$ cat src/hw/iodb_consts.svh
`ifndef IODB_CONSTS_SVH
`define IODB_CONSTS_SVH
`define IODB_CLK_HZ        100000000
`define IODB_DB_SHORT_US   1950
`define IODB_DB_LONG_US    7800
`define IODB_DB_SHORT_CYC  ((`IODB_CLK_HZ / 1000) * `IODB_DB_SHORT_US / 1000)
`define IODB_DB_LONG_CYC   ((`IODB_CLK_HZ / 1000) * `IODB_DB_LONG_US / 1000)
`define IODB_LATCH_RST     4'hf
`endif

$ cat src/hw/iodb_pkg.sv
package iodb_pkg;
   typedef struct packed {
      logic [3:0] in;
      logic [3:0] out;
      logic [3:0] oe;
   } iodb_pin_t;
   typedef struct packed {
      logic       pull_en;
      logic [3:0] keep_en;
      logic [3:0] keep_val;
   } iodb_pad_t;
   typedef enum logic [1:0] {
      IODB_SER_OFF, IODB_SER_3WIRE, IODB_SER_2WIRE
   } iodb_ser_t;
endpackage

$ cat src/hw/iodb_ports.sv
`timescale 1ns/100ps
`include "iodb_consts.svh"
module iodb_ports
   import iodb_pkg::*;
#(
   parameter int          SHORT_CYC = `IODB_DB_SHORT_CYC,
   parameter int          LONG_CYC  = `IODB_DB_LONG_CYC,
   parameter bit [2:0]    KEEP_FIT  = 3'h7
) (
   input  wire logic       clock_i,
   input  wire logic       srst_i,
   input  wire logic [3:0] sense_in_i,
   input  wire logic [3:0] key_in_i,
   input  wire logic [3:0] ser_in_i,
   input  wire logic       sense_pull_en_i,
   input  wire logic       key_pull_en_i,
   input  wire logic       ser_pull_en_i,
   input  wire logic [3:0] sense_det_en_i,
   input  wire logic [3:0] sense_db_en_i,
   input  wire logic       key_det_en_i,
   input  wire logic       key_db_en_i,
   input  wire logic       db_long_i,
   input  wire logic       key_wr_i,
   input  wire logic [3:0] key_wdata_i,
   input  wire logic [3:0] key_dir_i,
   input  wire logic       ser_wr_i,
   input  wire logic [3:0] ser_wdata_i,
   input  wire logic [3:0] ser_dir_i,
   input  wire logic       ser_od_i,
   input  wire iodb_ser_t  ser_mode_i,
   input  wire logic       ser_sdo_i,
   input  wire logic       ser_sck_i,
   input  wire logic       ser_sck_oe_i,
   input  wire logic       ser_sdo_oe_i,
   input  wire logic       flag_clr_i,
   output iodb_pin_t       key_pin_o,
   output iodb_pin_t       ser_pin_o,
   output iodb_pad_t       sense_pad_o,
   output iodb_pad_t       key_pad_o,
   output iodb_pad_t       ser_pad_o,
   output logic [3:0]      sense_val_o,
   output logic [3:0]      key_val_o,
   output logic            ser_sdi_o,
   output logic [7:0]      event_flag_o,
   output logic            wake_o,
   output logic            wake_irq_o
);
   // ----------------------------------------
   // parameter checks
   // ----------------------------------------
   // a zero count or a long interval below the short one breaks the compare
   if (SHORT_CYC < 1 || LONG_CYC < SHORT_CYC) begin
      $error("iodb_ports: bad debounce counts");
   end
   localparam int CW = $clog2(LONG_CYC + 1);

   // ----------------------------------------
   // debounce filter: 8 bits, shared counter length
   // ----------------------------------------
   logic [7:0]    raw, db_en, det_en;
   logic [7:0]    stab_reg, stab_next, samp_reg, samp_next;
   logic [7:0]    flag_reg, flag_next;
   logic [CW-1:0] cnt_reg [8];
   logic [CW-1:0] cnt_next [8];
   logic [CW-1:0] limit;

   assign raw    = {key_in_i, sense_in_i};
   assign db_en  = {{4{key_db_en_i}}, sense_db_en_i};
   assign det_en = {{4{key_det_en_i}}, sense_det_en_i};
   // one selectable interval for all bits keeps one compare per bit
   assign limit  = db_long_i ? CW'(LONG_CYC) : CW'(SHORT_CYC);

   always_comb begin
      stab_next = stab_reg;
      samp_next = raw;
      flag_next = flag_reg & ~{8{flag_clr_i}};
      for (int i = 0; i < 8; i++) begin
         cnt_next[i] = cnt_reg[i];
         if (!db_en[i]) begin
            cnt_next[i]  = '0;
            stab_next[i] = samp_reg[i];
         end else if (samp_reg[i] == stab_reg[i]) begin
            // a bounce back restarts the count, so noise never settles early
            cnt_next[i] = '0;
         end else if (cnt_reg[i] >= limit - CW'(1)) begin
            cnt_next[i]  = '0;
            stab_next[i] = samp_reg[i];
         end else begin
            cnt_next[i] = cnt_reg[i] + CW'(1);
         end
         // set beats clear
         if (det_en[i] && stab_next[i] != stab_reg[i])
            flag_next[i] = 1'b1;
      end
   end

   always_ff @(posedge clock_i) begin
      if (srst_i) begin
         stab_reg <= '0;
         samp_reg <= '0;
         flag_reg <= '0;
         for (int i = 0; i < 8; i++)
            cnt_reg[i] <= '0;
      end else begin
         stab_reg <= stab_next;
         samp_reg <= samp_next;
         flag_reg <= flag_next;
         for (int i = 0; i < 8; i++)
            cnt_reg[i] <= cnt_next[i];
      end
   end

   // ----------------------------------------
   // output latches, direction, pin drive
   // ----------------------------------------
   logic [3:0] klat_reg, klat_next, kdir_reg, kdir_next;
   logic [3:0] slat_reg, slat_next, sdir_reg, sdir_next;
   logic [2:0] pull_reg, pull_next;
   logic [2:0] keep_reg;
   logic       wk_reg, wk_next, wirq_reg, wirq_next;
   logic       sdi_reg, sdi_next;
   iodb_pin_t  kpin_next, spin_next;
   iodb_pin_t  kpin_reg, spin_reg;
   logic [3:0] sdrv, soe;

   always_comb begin
      klat_next = key_wr_i ? key_wdata_i : klat_reg;
      slat_next = ser_wr_i ? ser_wdata_i : slat_reg;
      kdir_next = key_dir_i;
      sdir_next = ser_dir_i;
      // pulls follow software once reset has gone
      pull_next = {ser_pull_en_i, key_pull_en_i, sense_pull_en_i};
      sdrv = slat_reg;
      soe  = sdir_reg;
      sdi_next = ser_in_i[0];
      case (ser_mode_i)
         IODB_SER_3WIRE: begin
            sdrv[1] = ser_sdo_i;
            soe[1]  = 1'b1;
            soe[0]  = 1'b0;
            sdrv[2] = ser_sck_i;
            soe[2]  = ser_sck_oe_i;
         end
         IODB_SER_2WIRE: begin
            // data shares the output pin both ways
            sdrv[1] = ser_sdo_i;
            soe[1]  = ser_sdo_oe_i;
            soe[0]  = 1'b0;
            sdrv[2] = ser_sck_i;
            soe[2]  = ser_sck_oe_i;
            sdi_next = ser_in_i[1];
         end
         default: ;
      endcase
      // open drain: only drive low
      if (ser_od_i)
         soe = soe & ~sdrv;
      kpin_next.in  = key_in_i;
      kpin_next.out = klat_reg;
      kpin_next.oe  = kdir_reg;
      spin_next.in  = ser_in_i;
      spin_next.out = ser_od_i ? 4'h0 : sdrv;
      spin_next.oe  = soe;
      // wake only while the shifter and the pin driver leave pin 4 free
      wk_next   = ser_mode_i == IODB_SER_OFF && !sdir_reg[3]
                  && !ser_in_i[3];
      // one pulse per wake event; a held low pin does not re-raise it
      wirq_next = wk_next && !wk_reg;
   end

   always_ff @(posedge clock_i) begin
      if (srst_i) begin
         klat_reg <= `IODB_LATCH_RST;
         slat_reg <= `IODB_LATCH_RST;
         kdir_reg <= '0;
         sdir_reg <= '0;
         pull_reg <= 3'h7;
         keep_reg <= 3'h0;
         // pins show the preset latches while the drivers are off
         kpin_reg <= '{in: 4'h0, out: `IODB_LATCH_RST, oe: 4'h0};
         spin_reg <= '{in: 4'h0, out: `IODB_LATCH_RST, oe: 4'h0};
         wk_reg   <= 1'b0;
         wirq_reg <= 1'b0;
         sdi_reg  <= 1'b0;
      end else begin
         klat_reg <= klat_next;
         slat_reg <= slat_next;
         kdir_reg <= kdir_next;
         sdir_reg <= sdir_next;
         pull_reg <= pull_next;
         keep_reg <= KEEP_FIT;
         kpin_reg <= kpin_next;
         spin_reg <= spin_next;
         wk_reg   <= wk_next;
         wirq_reg <= wirq_next;
         sdi_reg  <= sdi_next;
      end
   end

   // ----------------------------------------
   // keepers and port outputs
   // ----------------------------------------
   // keeper holds the last sampled level; only where fitted
   logic [2:0][3:0] kv_reg;
   always_ff @(posedge clock_i) begin
      kv_reg <= {ser_in_i, key_in_i, sense_in_i};
   end

   assign sense_pad_o = '{pull_reg[0], {4{keep_reg[0]}},
                          kv_reg[0]};
   assign key_pad_o   = '{pull_reg[1], {4{keep_reg[1]}},
                          kv_reg[1]};
   assign ser_pad_o   = '{pull_reg[2], {4{keep_reg[2]}},
                          kv_reg[2]};
   assign key_pin_o    = kpin_reg;
   assign ser_pin_o    = spin_reg;
   assign sense_val_o  = stab_reg[3:0];
   assign key_val_o    = stab_reg[7:4];
   assign ser_sdi_o    = sdi_reg;
   assign event_flag_o = flag_reg;
   assign wake_o       = wk_reg;
   assign wake_irq_o   = wirq_reg;
endmodule

$ cat config.mk
export PLATFORM = sky130hd
export DESIGN_NAME = iodb_ports
export DESIGN_NICKNAME = d
export VERILOG_FILES = /design/src/hw/iodb_pkg.sv /design/src/hw/iodb_ports.sv
export VERILOG_INCLUDE_DIRS = /design/src /design/src/hw
export SDC_FILE = /design/constraint.sdc
export NUM_CORES = 1
export LEC_CHECK = 0
export ABC_AREA = 1
export BUFFER_PORTS_ARGS = -buffer_cell sky130_fd_sc_hd__buf_2
export CAP_MARGIN = 30
export CELL_PAD_IN_SITES_DETAIL_PLACEMENT = 0
export CELL_PAD_IN_SITES_GLOBAL_PLACEMENT = 1
export CORE_MARGIN = 4
export CORE_UTILIZATION = 43
export DETAILED_ROUTE_END_ITERATION = 12
export PLACE_DENSITY_LB_ADDON = 0.1
export SLEW_MARGIN = 10
export SYNTH_ARGS = -nofsm -noshare
export SYNTH_HDL_FRONTEND = slang
export SYNTH_SLANG_ARGS = --single-unit
$ cat constraint.sdc
create_clock -name clock_i -period 3.3 [get_ports clock_i]
set_clock_uncertainty 0.2 [all_clocks]
set_input_delay 0.33 -clock clock_i [delete_from_list [all_inputs] [get_ports clock_i]]
set_output_delay 0.33 -clock clock_i [all_outputs]
set_load 0.01 [all_outputs]
==> results of run 1 <==
## power by group
part           internal, mW  switching (mW)
logic                 0.178           0.235
clock network          2.11            1.21
registers              2.94          0.0280
## synthesized netlist by cell type (6+ instances only)
master    count
ha_1         91
a21oi_1      66
clkbuf_1      8
dfxtp_1     239
buf_4        17
nor3b_1       8
nor2_2        7
xor2_1       63
nor2_1      322
inv_1       202
nand2_1     353
or2_2        14
nor3_1       43
o21ai_0      22
buf_2        13
nand3_1      89
xnor2_1      42
nand4_1      34
a21o_1        6
## worst min-delay path, cell delays in order
cell	delay, ps
buf_2	90
ha_1	130
inv_1	60
a21oi_1	110
## worst min path at each step
stage | start | endpoint | slack, ps | depth (start not counted)
2_1_floorplan | key_in_i[0] | key_pad_o[0] | 160 | 0
3_3_place_gp | kdir_reg[0] | key_pin_o[0] | 190 | 2
3_5_place_dp | kdir_reg[0] | key_pin_o[0] | 190 | 2
4_1_cts | ser_mode_i[1] | ser_sdi_o | 2 | 4
5_1_grt | ser_sdo_i | ser_pin_o[5] | 30 | 3
6_report | ser_mode_i[1] | ser_sdi_o | 20 | 4
## final cells by class
cell class	count	area (um^2)	share of cell area, %
well taps	378	473.0	3.193
clock inverters	7	135.1	0.9123
inverters	203	762.0	5.144
clock buffers	43	868.3	5.862
multi-input cells	1201	6492	43.83
flip-flops and latches	239	4785	32.30
repair buffers	190	1296	8.751
## logic make-up (layout without fill, tap and decap cells)
kind of cell / count (synthesis) / in the layout / share of synthesized area (%)
xor gates and xnor gates: 105 / 105 / 7.480
DFF: 239 / 239 / 38.92
adders and majority gates: 91 / 91 / 9.261
buffers and inverters: 245 / 443 / 8.274
and+or+nand+nor: 904 / 904 / 31.69
AOI/OAI and AO/OA: 101 / 101 / 4.376
## per-layer routing
layer	routed length, um	global-route usage (%)	up-vias
met5	0	0	-
met4	539	3.707	0
met3	1224	3.397	33
met2	12900	30.59	166
met1	14780	26.08	4692
li1	-	-	5670
## stage by stage
step	setup slack, ps	power, mW	hold slack, ps	util [%]	std cells
final	811.8	6.695	24.72	52.88	2261
after global routing	700.3	6.962	34.93	52.88	2261
after CTS	847.2	6.795	2.084	52.88	2261
after global placement	603.6	3.392	191.3	47.30	2155
after detailed placement	546.7	3.398	192.8	47.30	2155
after floorplan	475.1	3.241	157.7	-	1685
## timing repair
action                    CTS  global route
resized for setup           0             0
hold endpoints to repair   59             0
hold buffers               56             0
==> reports/metrics.cfg, run 1 <==
[die]
die-area_mm2 = 0.03136
num_io_pins = 124
fp.dieW_um = 177.1
core_mm2 = 0.02801
initial_core_util_pct = 43.89
rows = 61
die_y_um = 177.1

[setup_path]
critical_path_required_ps = 3570
critPathLaunchType = primary input
rr_worst_depth = 9
r2r_slack_ps = 960
path_delay_family = buffers and inverters
r2r_start = cnt_reg[0][71]
crit_slowest_cell = dlygate4sd3_1
crit_arrival_ps = 2760
r2r-end = cnt_reg[0][75]
crit_fanout = 41
crit_path_start = srst_i
path_class = primary input to flop
crit_end = slat_reg[0]
critPathBufInv = 5
cp_common_cell = dlygate4sd3_1
path_cells = dlygate4sd3_1 > buf_2 > buf_12 > a21oi_1 > dlygate4sd3_1 > o21ai_0 > dlygate4sd3_1
cp.depth = 7
endpoint_kind = flop
critPathMaxStageDelay_ps = 570

[yosys]
syn-cell-area_mm2 = 0.01229
synth.top_cell.area_share_pct = 38.92
synth_cell_types = 43
synth_seq_cells = 239
yosysWarningCount = 0
postSynth.asyncResetShare_pct = 0
yosysSeqAreaShare_pct = 38.92
synthesis.nets = 1830
syn-instance-count = 1685
synth_area_leaders = dfxtp_1 39%, nand2_1 11%, nor2_1 9.8%, ha_1 9.3%, inv_1 6.2%
synth_flop_cell = dfxtp_1
syn_area_per_cell_um2 = 7.296
synth_edf_count = 0
synth_area_leader_cell = dfxtp_1

[detailed_routing]
dr.pass1.iters = 5
drc_errors = 0
routedWlPerCell_um = 13.02
wirelength_um = 29440
vias = 10561
ant_nets = 0
viasPerCell = 4.671
dr.first_iter.drc_count = 485

[sta]
relSlewSlack_pct = 53.30
setup_viol = 0
fmaxAchievable_mhz = 401.9
post-route-min-period_ps = 2488
tightest_slew_ps = 700.5
period_share_pct = 75.40
hold_viol = 0
rsz0062_at_grt = false
slew_viol_final = 0
setup_tns_ps = 0

[finish]
num-fill-cells = 2775
final_common_cell = nand2_1
drive_gt1_share_pct = 11.79
layout_common_cells = 353 x nand2_1, 322 x nor2_1, 239 x dfxtp_1
area_delta_synth_final_pct = 20.48
largest_reg_flops = 160
final_area_mm2 = 0.01481
finalNetCount = 2008
n_antenna_cell = 0

[global_route]
grt_max_degree = 42
overflow = 0
grt_pass1_wl_um = 48910
antenna_found_initial = 0
grt_pass1_vias = 9958
grt_usage_pct = 18.71

[flow_run]
max_cap_viol_count = 0

[outcome]
status = finished clean

[placement]
place_area_mm2 = 0.01325
port_buffers = 123
place_hpwl_um = 20990
routabilityCongestion = 0.8149

[clock_tree]
postCtsSetupRepairBufs = 0
cts_buffers = 28
cts_tree = yes
clkSlewWorstSetupHoldPaths_ps = 60
ctsHtreeMaxLevel = 1
cts.sinks = 239
clock_latency_ps = 540
root_buffer = clkbuf_16
clock_path_buffers = 3

[min_path]
hp-class = primary input to flop

[power_and_ir_drop]
vdd.ir_drop.worst_v = 0.0003889
powerDensity_mw_per_mm2 = 452.0
leakage_nw = 6.290

No activity file was read; power rests on OpenSTA's default activity.
==> run 2, diff against run 1 <==
Settings changed: CORE_UTILIZATION 43 to 39.
Clock period 3.3 ns to 2 ns, I/O delays scaled along.
==> reports/metrics.cfg, run 2 (same netlist as run 1, synthesis figures left out) <==
[outcome]
status = finished, violations left
violations = negative hold slack

[setup_path]
crit_fanout = 1  ; -98%
path_cells = dlygate4sd3_1 > buf_2 > o21ai_0 > dlygate4sd3_1 > a21oi_1 > dlygate4sd3_1
critPathBufInv = 4  ; -1
r2r_slack_ps = 120  ; -840 ps
critPathMaxStageDelay_ps = 570  ; about the same
critical_path_required_ps = 2240  ; -1330 ps
critPathLaunchType = primary input
r2r_start = cnt_reg[0][76]
path_class = primary input to flop
path_delay_family = buffers and inverters
endpoint_kind = flop
crit_slowest_cell = dlygate4sd3_1
r2r-end = cnt_reg[0][75]
rr_worst_depth = 10  ; +1
crit_arrival_ps = 2170  ; -590 ps
cp_common_cell = dlygate4sd3_1

[flow_run]
max_cap_viol_count = 0  ; unchanged

[clock_tree]
root_buffer = clkbuf_16
cts.sinks = 239  ; unchanged
clock_path_buffers = 3  ; unchanged
clkSlewWorstSetupHoldPaths_ps = 60  ; about the same
cts_tree = yes
ctsHtreeMaxLevel = 1  ; unchanged
cts_buffers = 28  ; unchanged
clock_latency_ps = 560  ; +20 ps

[detailed_routing]
drc_errors = 0  ; unchanged
viasPerCell = 4.628  ; -0.92%
dr.first_iter.drc_count = 391  ; -19%
met3WireLength_um = 1006  ; -18%
ant_nets = 0  ; unchanged
dr.pass1.iters = 4  ; -1
drt-met1-wl_um = 14880  ; +0.70%
top_layer_used = met4
vias = 10936  ; +3.6%
route.met2.wl_um = 14190  ; +10%
wirelength_um = 30700  ; +4.3%
routedWlPerCell_um = 12.99  ; -0.24%

[finish]
final_area_mm2 = 0.01571  ; +6.1%
layout_common_cells = 352 x nand2_1, 314 x nor2_1, 234 x dfxtp_1
area_delta_synth_final_pct = 27.81
num-fill-cells = 3029  ; +9.2%
n_antenna_cell = 0  ; unchanged
regArea_mm2 = 0.004791  ; +0.13%
drive_gt1_share_pct = 16.42  ; +4.6 points
finalNetCount = 2091  ; +4.1%
largest_reg_flops = 160  ; unchanged
multiInputGateArea_mm2 = 0.006643  ; +2.3%
final_common_cell = nand2_1

[sta]
fin_hold_ws_ps = -0.6846  ; -25.40 ps
tightest_slew_ps = 403.6  ; -296.9 ps
setup_viol = 0  ; unchanged
setup_tns_ps = 0  ; unchanged
fmaxAchievable_mhz = 518.2
hold_viol = 1  ; +1
period_share_pct = 96.48
post-route-min-period_ps = 1930
slew_viol_final = 0  ; unchanged
relSlewSlack_pct = 73.07  ; +20 points

[min_path]
hold_path_end = ser_pin_o[0]
whs_path_depth = 6  ; +2
hp-class = primary input to flop
hold_start = ser_mode_i[1]

[placement]
routabilityCongestion = 0.7899  ; -3.1%
port_buffers = 123  ; unchanged
place_area_mm2 = 0.01394  ; +5.2%
place_hpwl_um = 22180  ; +5.6%

[power_and_ir_drop]
leakage_nw = 6.758  ; +7.4%
vdd.ir_drop.worst_v = 0.0007159  ; +84%
power.total_mw = 11.08  ; +66%
powerDensity_mw_per_mm2 = 705.4  ; +56%

[global_route]
grt_max_degree = 52  ; +24%
antenna_found_initial = 0  ; unchanged
grt_pass1_vias = 10678  ; +7.2%
grt_pass1_wl_um = 51270  ; +4.8%
overflow = 0  ; unchanged
grt_usage_pct = 17.72  ; -0.99 points

[die]
num_io_pins = 124  ; unchanged
initial_core_util_pct = 39.88  ; -4.0 points
fp.dieW_um = 185.6  ; +4.8%
die_y_um = 185.6  ; +4.8%
die-area_mm2 = 0.03443  ; +9.8%
rows = 64  ; +4.9%
core_mm2 = 0.03083  ; +10%

[run 2: cell count changes in the layout (fill, tap and decap cells not counted), sizes merged, moves of 3 or more]
| cell | before | now |
|---|---|---|
| buf | 134 | 207 |
| dlygate4sd3 | 56 | 64 |
| clkinv | 3 | 7 |
| clkbuf | 43 | 40 |
[run 2: worst register-to-register path: stages (launching register included)]
cell and delay (ps):
dfxtp_1 350, ha_1 290, nand2_1 60, nor2_2 150
nand2_2 90, nor2_2 140, o21ai_2 70, nand3_2 80
or2_4 150, buf_12 130, nor2_1 50
[run 2: layer usage]
layer,track usage [%],vias up
li1,-,5847
met1,24.14,4915
met2,29.81,124
met3,2.775,50
met4,3.876,0
met5,0,-
[run 2: worst max path at each step]
stage                               from         endpoint  slack, ps  cells after the start
final                       ser_sdo_oe_i     ser_pin_o[1]         70                      6
after global routing      cnt_reg[0][51]   cnt_reg[0][57]        -30                     10
after CTS                 cnt_reg[0][51]   cnt_reg[0][51]         40                     10
after detailed placement       db_long_i   cnt_reg[0][76]       -330                     13
after global placement         db_long_i  event_flag_o[5]       -330                     14
after floorplan                db_long_i   cnt_reg[0][37]       -460                     11
[run 2: what timing repair did]
item                       in CTS  in global routing
hold endpoints to repair       74                  0
hold buffers                   64                  0
setup endpoints to repair       0                 97
resized for setup               0                 32
buffers inserted                0                  0
[run 2: cell type report]
type,instances,area share [%]
Multi-Input combinational cell,1202,42.27
Timing Repair Buffer,272,12.99
Clock buffer,39,4.977
Tap cell,396,3.153
Sequential cell,239,30.49
Clock inverter,12,1.250
Inverter,203,4.873
[run 2: metrics by stage]
stage	instances	utilization [%]	worst slack, ps
3_3_place_gp	2245	45.22	-327.2
2_1_floorplan	1685	-	-459.2
3_5_place_dp	2245	45.22	-333.7
4_1_cts	2360	50.47	38.54
6_report	2363	50.97	70.42
5_1_grt	2363	50.97	-25.60
[run 2: where the power goes]
group / internal [mW] / switching (mW)
registers: 4.86 / 0.0466
clock network: 3.36 / 2.05
logic: 0.360 / 0.406
total: 8.58 / 2.51
==> run 3, diff against run 2 <==
Settings changed: CORE_UTILIZATION 39 to 43.
Clock period 2 ns to 2.15 ns, I/O delays scaled along.
==> reports/metrics.cfg, run 3 (same netlist as run 1, synthesis figures left out) <==
[detailed_routing]
wirelength_um = 29840  ; -2.8%
dr.first_iter.drc_count = 576  ; +47%
vias = 10767  ; -1.5%
ant_nets = 0  ; unchanged
viasPerCell = 4.679  ; +1.1%
dr.pass1.iters = 5  ; +1
routedWlPerCell_um = 12.97  ; -0.18%
drc_errors = 0  ; unchanged

[clock_tree]
clock_latency_ps = 550  ; about the same
cts_tree = yes
cts_buffers = 28  ; unchanged
ctsHtreeMaxLevel = 1  ; unchanged
postCtsSetupRepairBufs = 0  ; unchanged
clkSlewWorstSetupHoldPaths_ps = 60  ; about the same
clock_path_buffers = 3  ; unchanged
cts.sinks = 239  ; unchanged
root_buffer = clkbuf_16

[die]
rows = 61  ; -4.7%
die-area_mm2 = 0.03136  ; -8.9%
fp.dieW_um = 177.1  ; -4.6%
num_io_pins = 124  ; unchanged
initial_core_util_pct = 43.89  ; +4.0 points
core_mm2 = 0.02801  ; -9.1%
die_y_um = 177.1  ; -4.6%

[placement]
place_hpwl_um = 21730  ; -2.0%
port_buffers = 123  ; unchanged
routabilityCongestion = 0.7898  ; about the same
placed_cells = 2188  ; -2.5%
place_area_mm2 = 0.01359  ; -2.5%

[finish]
num-fill-cells = 2806  ; -7.4%
finalNetCount = 2047  ; -2.1%
stdcell_count = 2301  ; -2.6%
largest_reg_flops = 160  ; unchanged
final_area_mm2 = 0.01512  ; -3.8%
area_delta_synth_final_pct = 22.99
n_antenna_cell = 0  ; unchanged
drive_gt1_share_pct = 13.42  ; -3.0 points
final_common_cell = nand2_1
layout_common_cells = 353 x nand2_1, 321 x nor2_1, 239 x dfxtp_1

[min_path]
hold_start = key_det_en_i
hp-class = primary input to flop

[sta]
setup_tns_ps = 0  ; unchanged
relSlewSlack_pct = 68.54  ; -4.5 points
setup_viol = 0  ; unchanged
slew_viol_final = 0  ; unchanged
hold_viol = 0  ; -1
period_share_pct = 95.27
tightest_slew_ps = 471.3  ; +67.75 ps
fmaxAchievable_mhz = 488.2
post-route-min-period_ps = 2048
rsz0062_at_grt = false

[setup_path]
crit_path_start = ser_mode_i[0]
path_class = primary input to flop
r2r_start = cnt_reg[0][31]
critPathLaunchType = primary input
endpoint_kind = flop
critical_path_required_ps = 2380  ; +140 ps
crit_fanout = 6  ; +5
crit_arrival_ps = 2280  ; +110 ps

[flow_run]
max_cap_viol_count = 0  ; unchanged

[global_route]
grt_max_degree = 32  ; -38%
antenna_found_initial = 0  ; unchanged
grt_pass1_vias = 10587  ; -0.85%
grt_usage_pct = 19.09  ; +1.4 points
overflow = 0  ; unchanged
grt_pass1_wl_um = 50380  ; -1.7%

[power_and_ir_drop]
power.total_mw = 9.936  ; -10%
leakage_nw = 6.448  ; -4.6%
powerDensity_mw_per_mm2 = 657.1  ; -6.8%
vdd.ir_drop.worst_v = 0.0005224  ; -27%

[outcome]
status = finished clean

-- run 3: changes by cell type in the layout (fill, tap and decap cells not counted), sizes merged --
cell         before  now
or2              21   20
buf             207  167
dlygate4sd3      64   62
bufinv            5    3
clkinvlp          1    2
clkinv            7   10
inv             202  203
clkbuf           40   36
-- run 3: what timing repair did --
item / in CTS / in global routing
setup endpoints to repair: 0 / 1
gates resized for setup: 0 / 1
endpoints found under the hold margin: 67 / 0
hold buffers: 62 / 0
-- run 3: layout make-up --
type	instances	area, um^2	share of cell area (%)
tap	378	473.0	3.128
clock inverter	15	167.7	1.109
inverter	203	765.7	5.064
timing repair buffer	229	1654	10.94
clock buffer	36	740.7	4.899
sequential	239	4785	31.64
multi-input combinational	1201	6535	43.22
-- run 3: worst paths after layout --
path         slack, ps  cells after the start         endpoint
max                100                      9     ser_pin_o[2]
min reg2reg        200                      2     key_pin_o[0]
min                 20                      5  event_flag_o[6]
max reg2reg        170                      9   cnt_reg[0][26]
-- run 3: power by group --
part / switching, mW / total, mW / leakage (nW) / internal [mW]
clock network: 1.90 / 4.70 / 0.450 / 2.80
registers: 0.0456 / 4.56 / 1.94 / 4.52
logic: 0.366 / 0.678 / 4.05 / 0.311
-- run 3: per-layer routing --
layer	GRT usage [%]	part of all wire (%)	vias to the layer above
li1	-	-	5729
met1	25.11	48	4861
met2	32.85	47	132
met3	2.863	3.1	45
met4	4.997	2.4	0
met5	0	0	-
-- run 3: critical path: stages --
cell	delay, ps
dlygate4sd3_1	530
buf_2	120
inv_1	50
ha_1	320
inv_1	180
a21oi_2	50
a22oi_1	160
a211oi_1	70
dlygate4sd3_1	580
-- run 3: per-stage QoR --
stage | setup slack [ps] | utilization, % | hold slack (ps)
floorplan | -324.2 | - | 42.72
global placement | -174.6 | 48.51 | 131.6
detailed placement | -206.4 | 48.51 | 132.0
CTS | 153.0 | 53.97 | 11.11
global route | 3.067 | 53.98 | 65.08
finish | 101.6 | 53.98 | 17.21
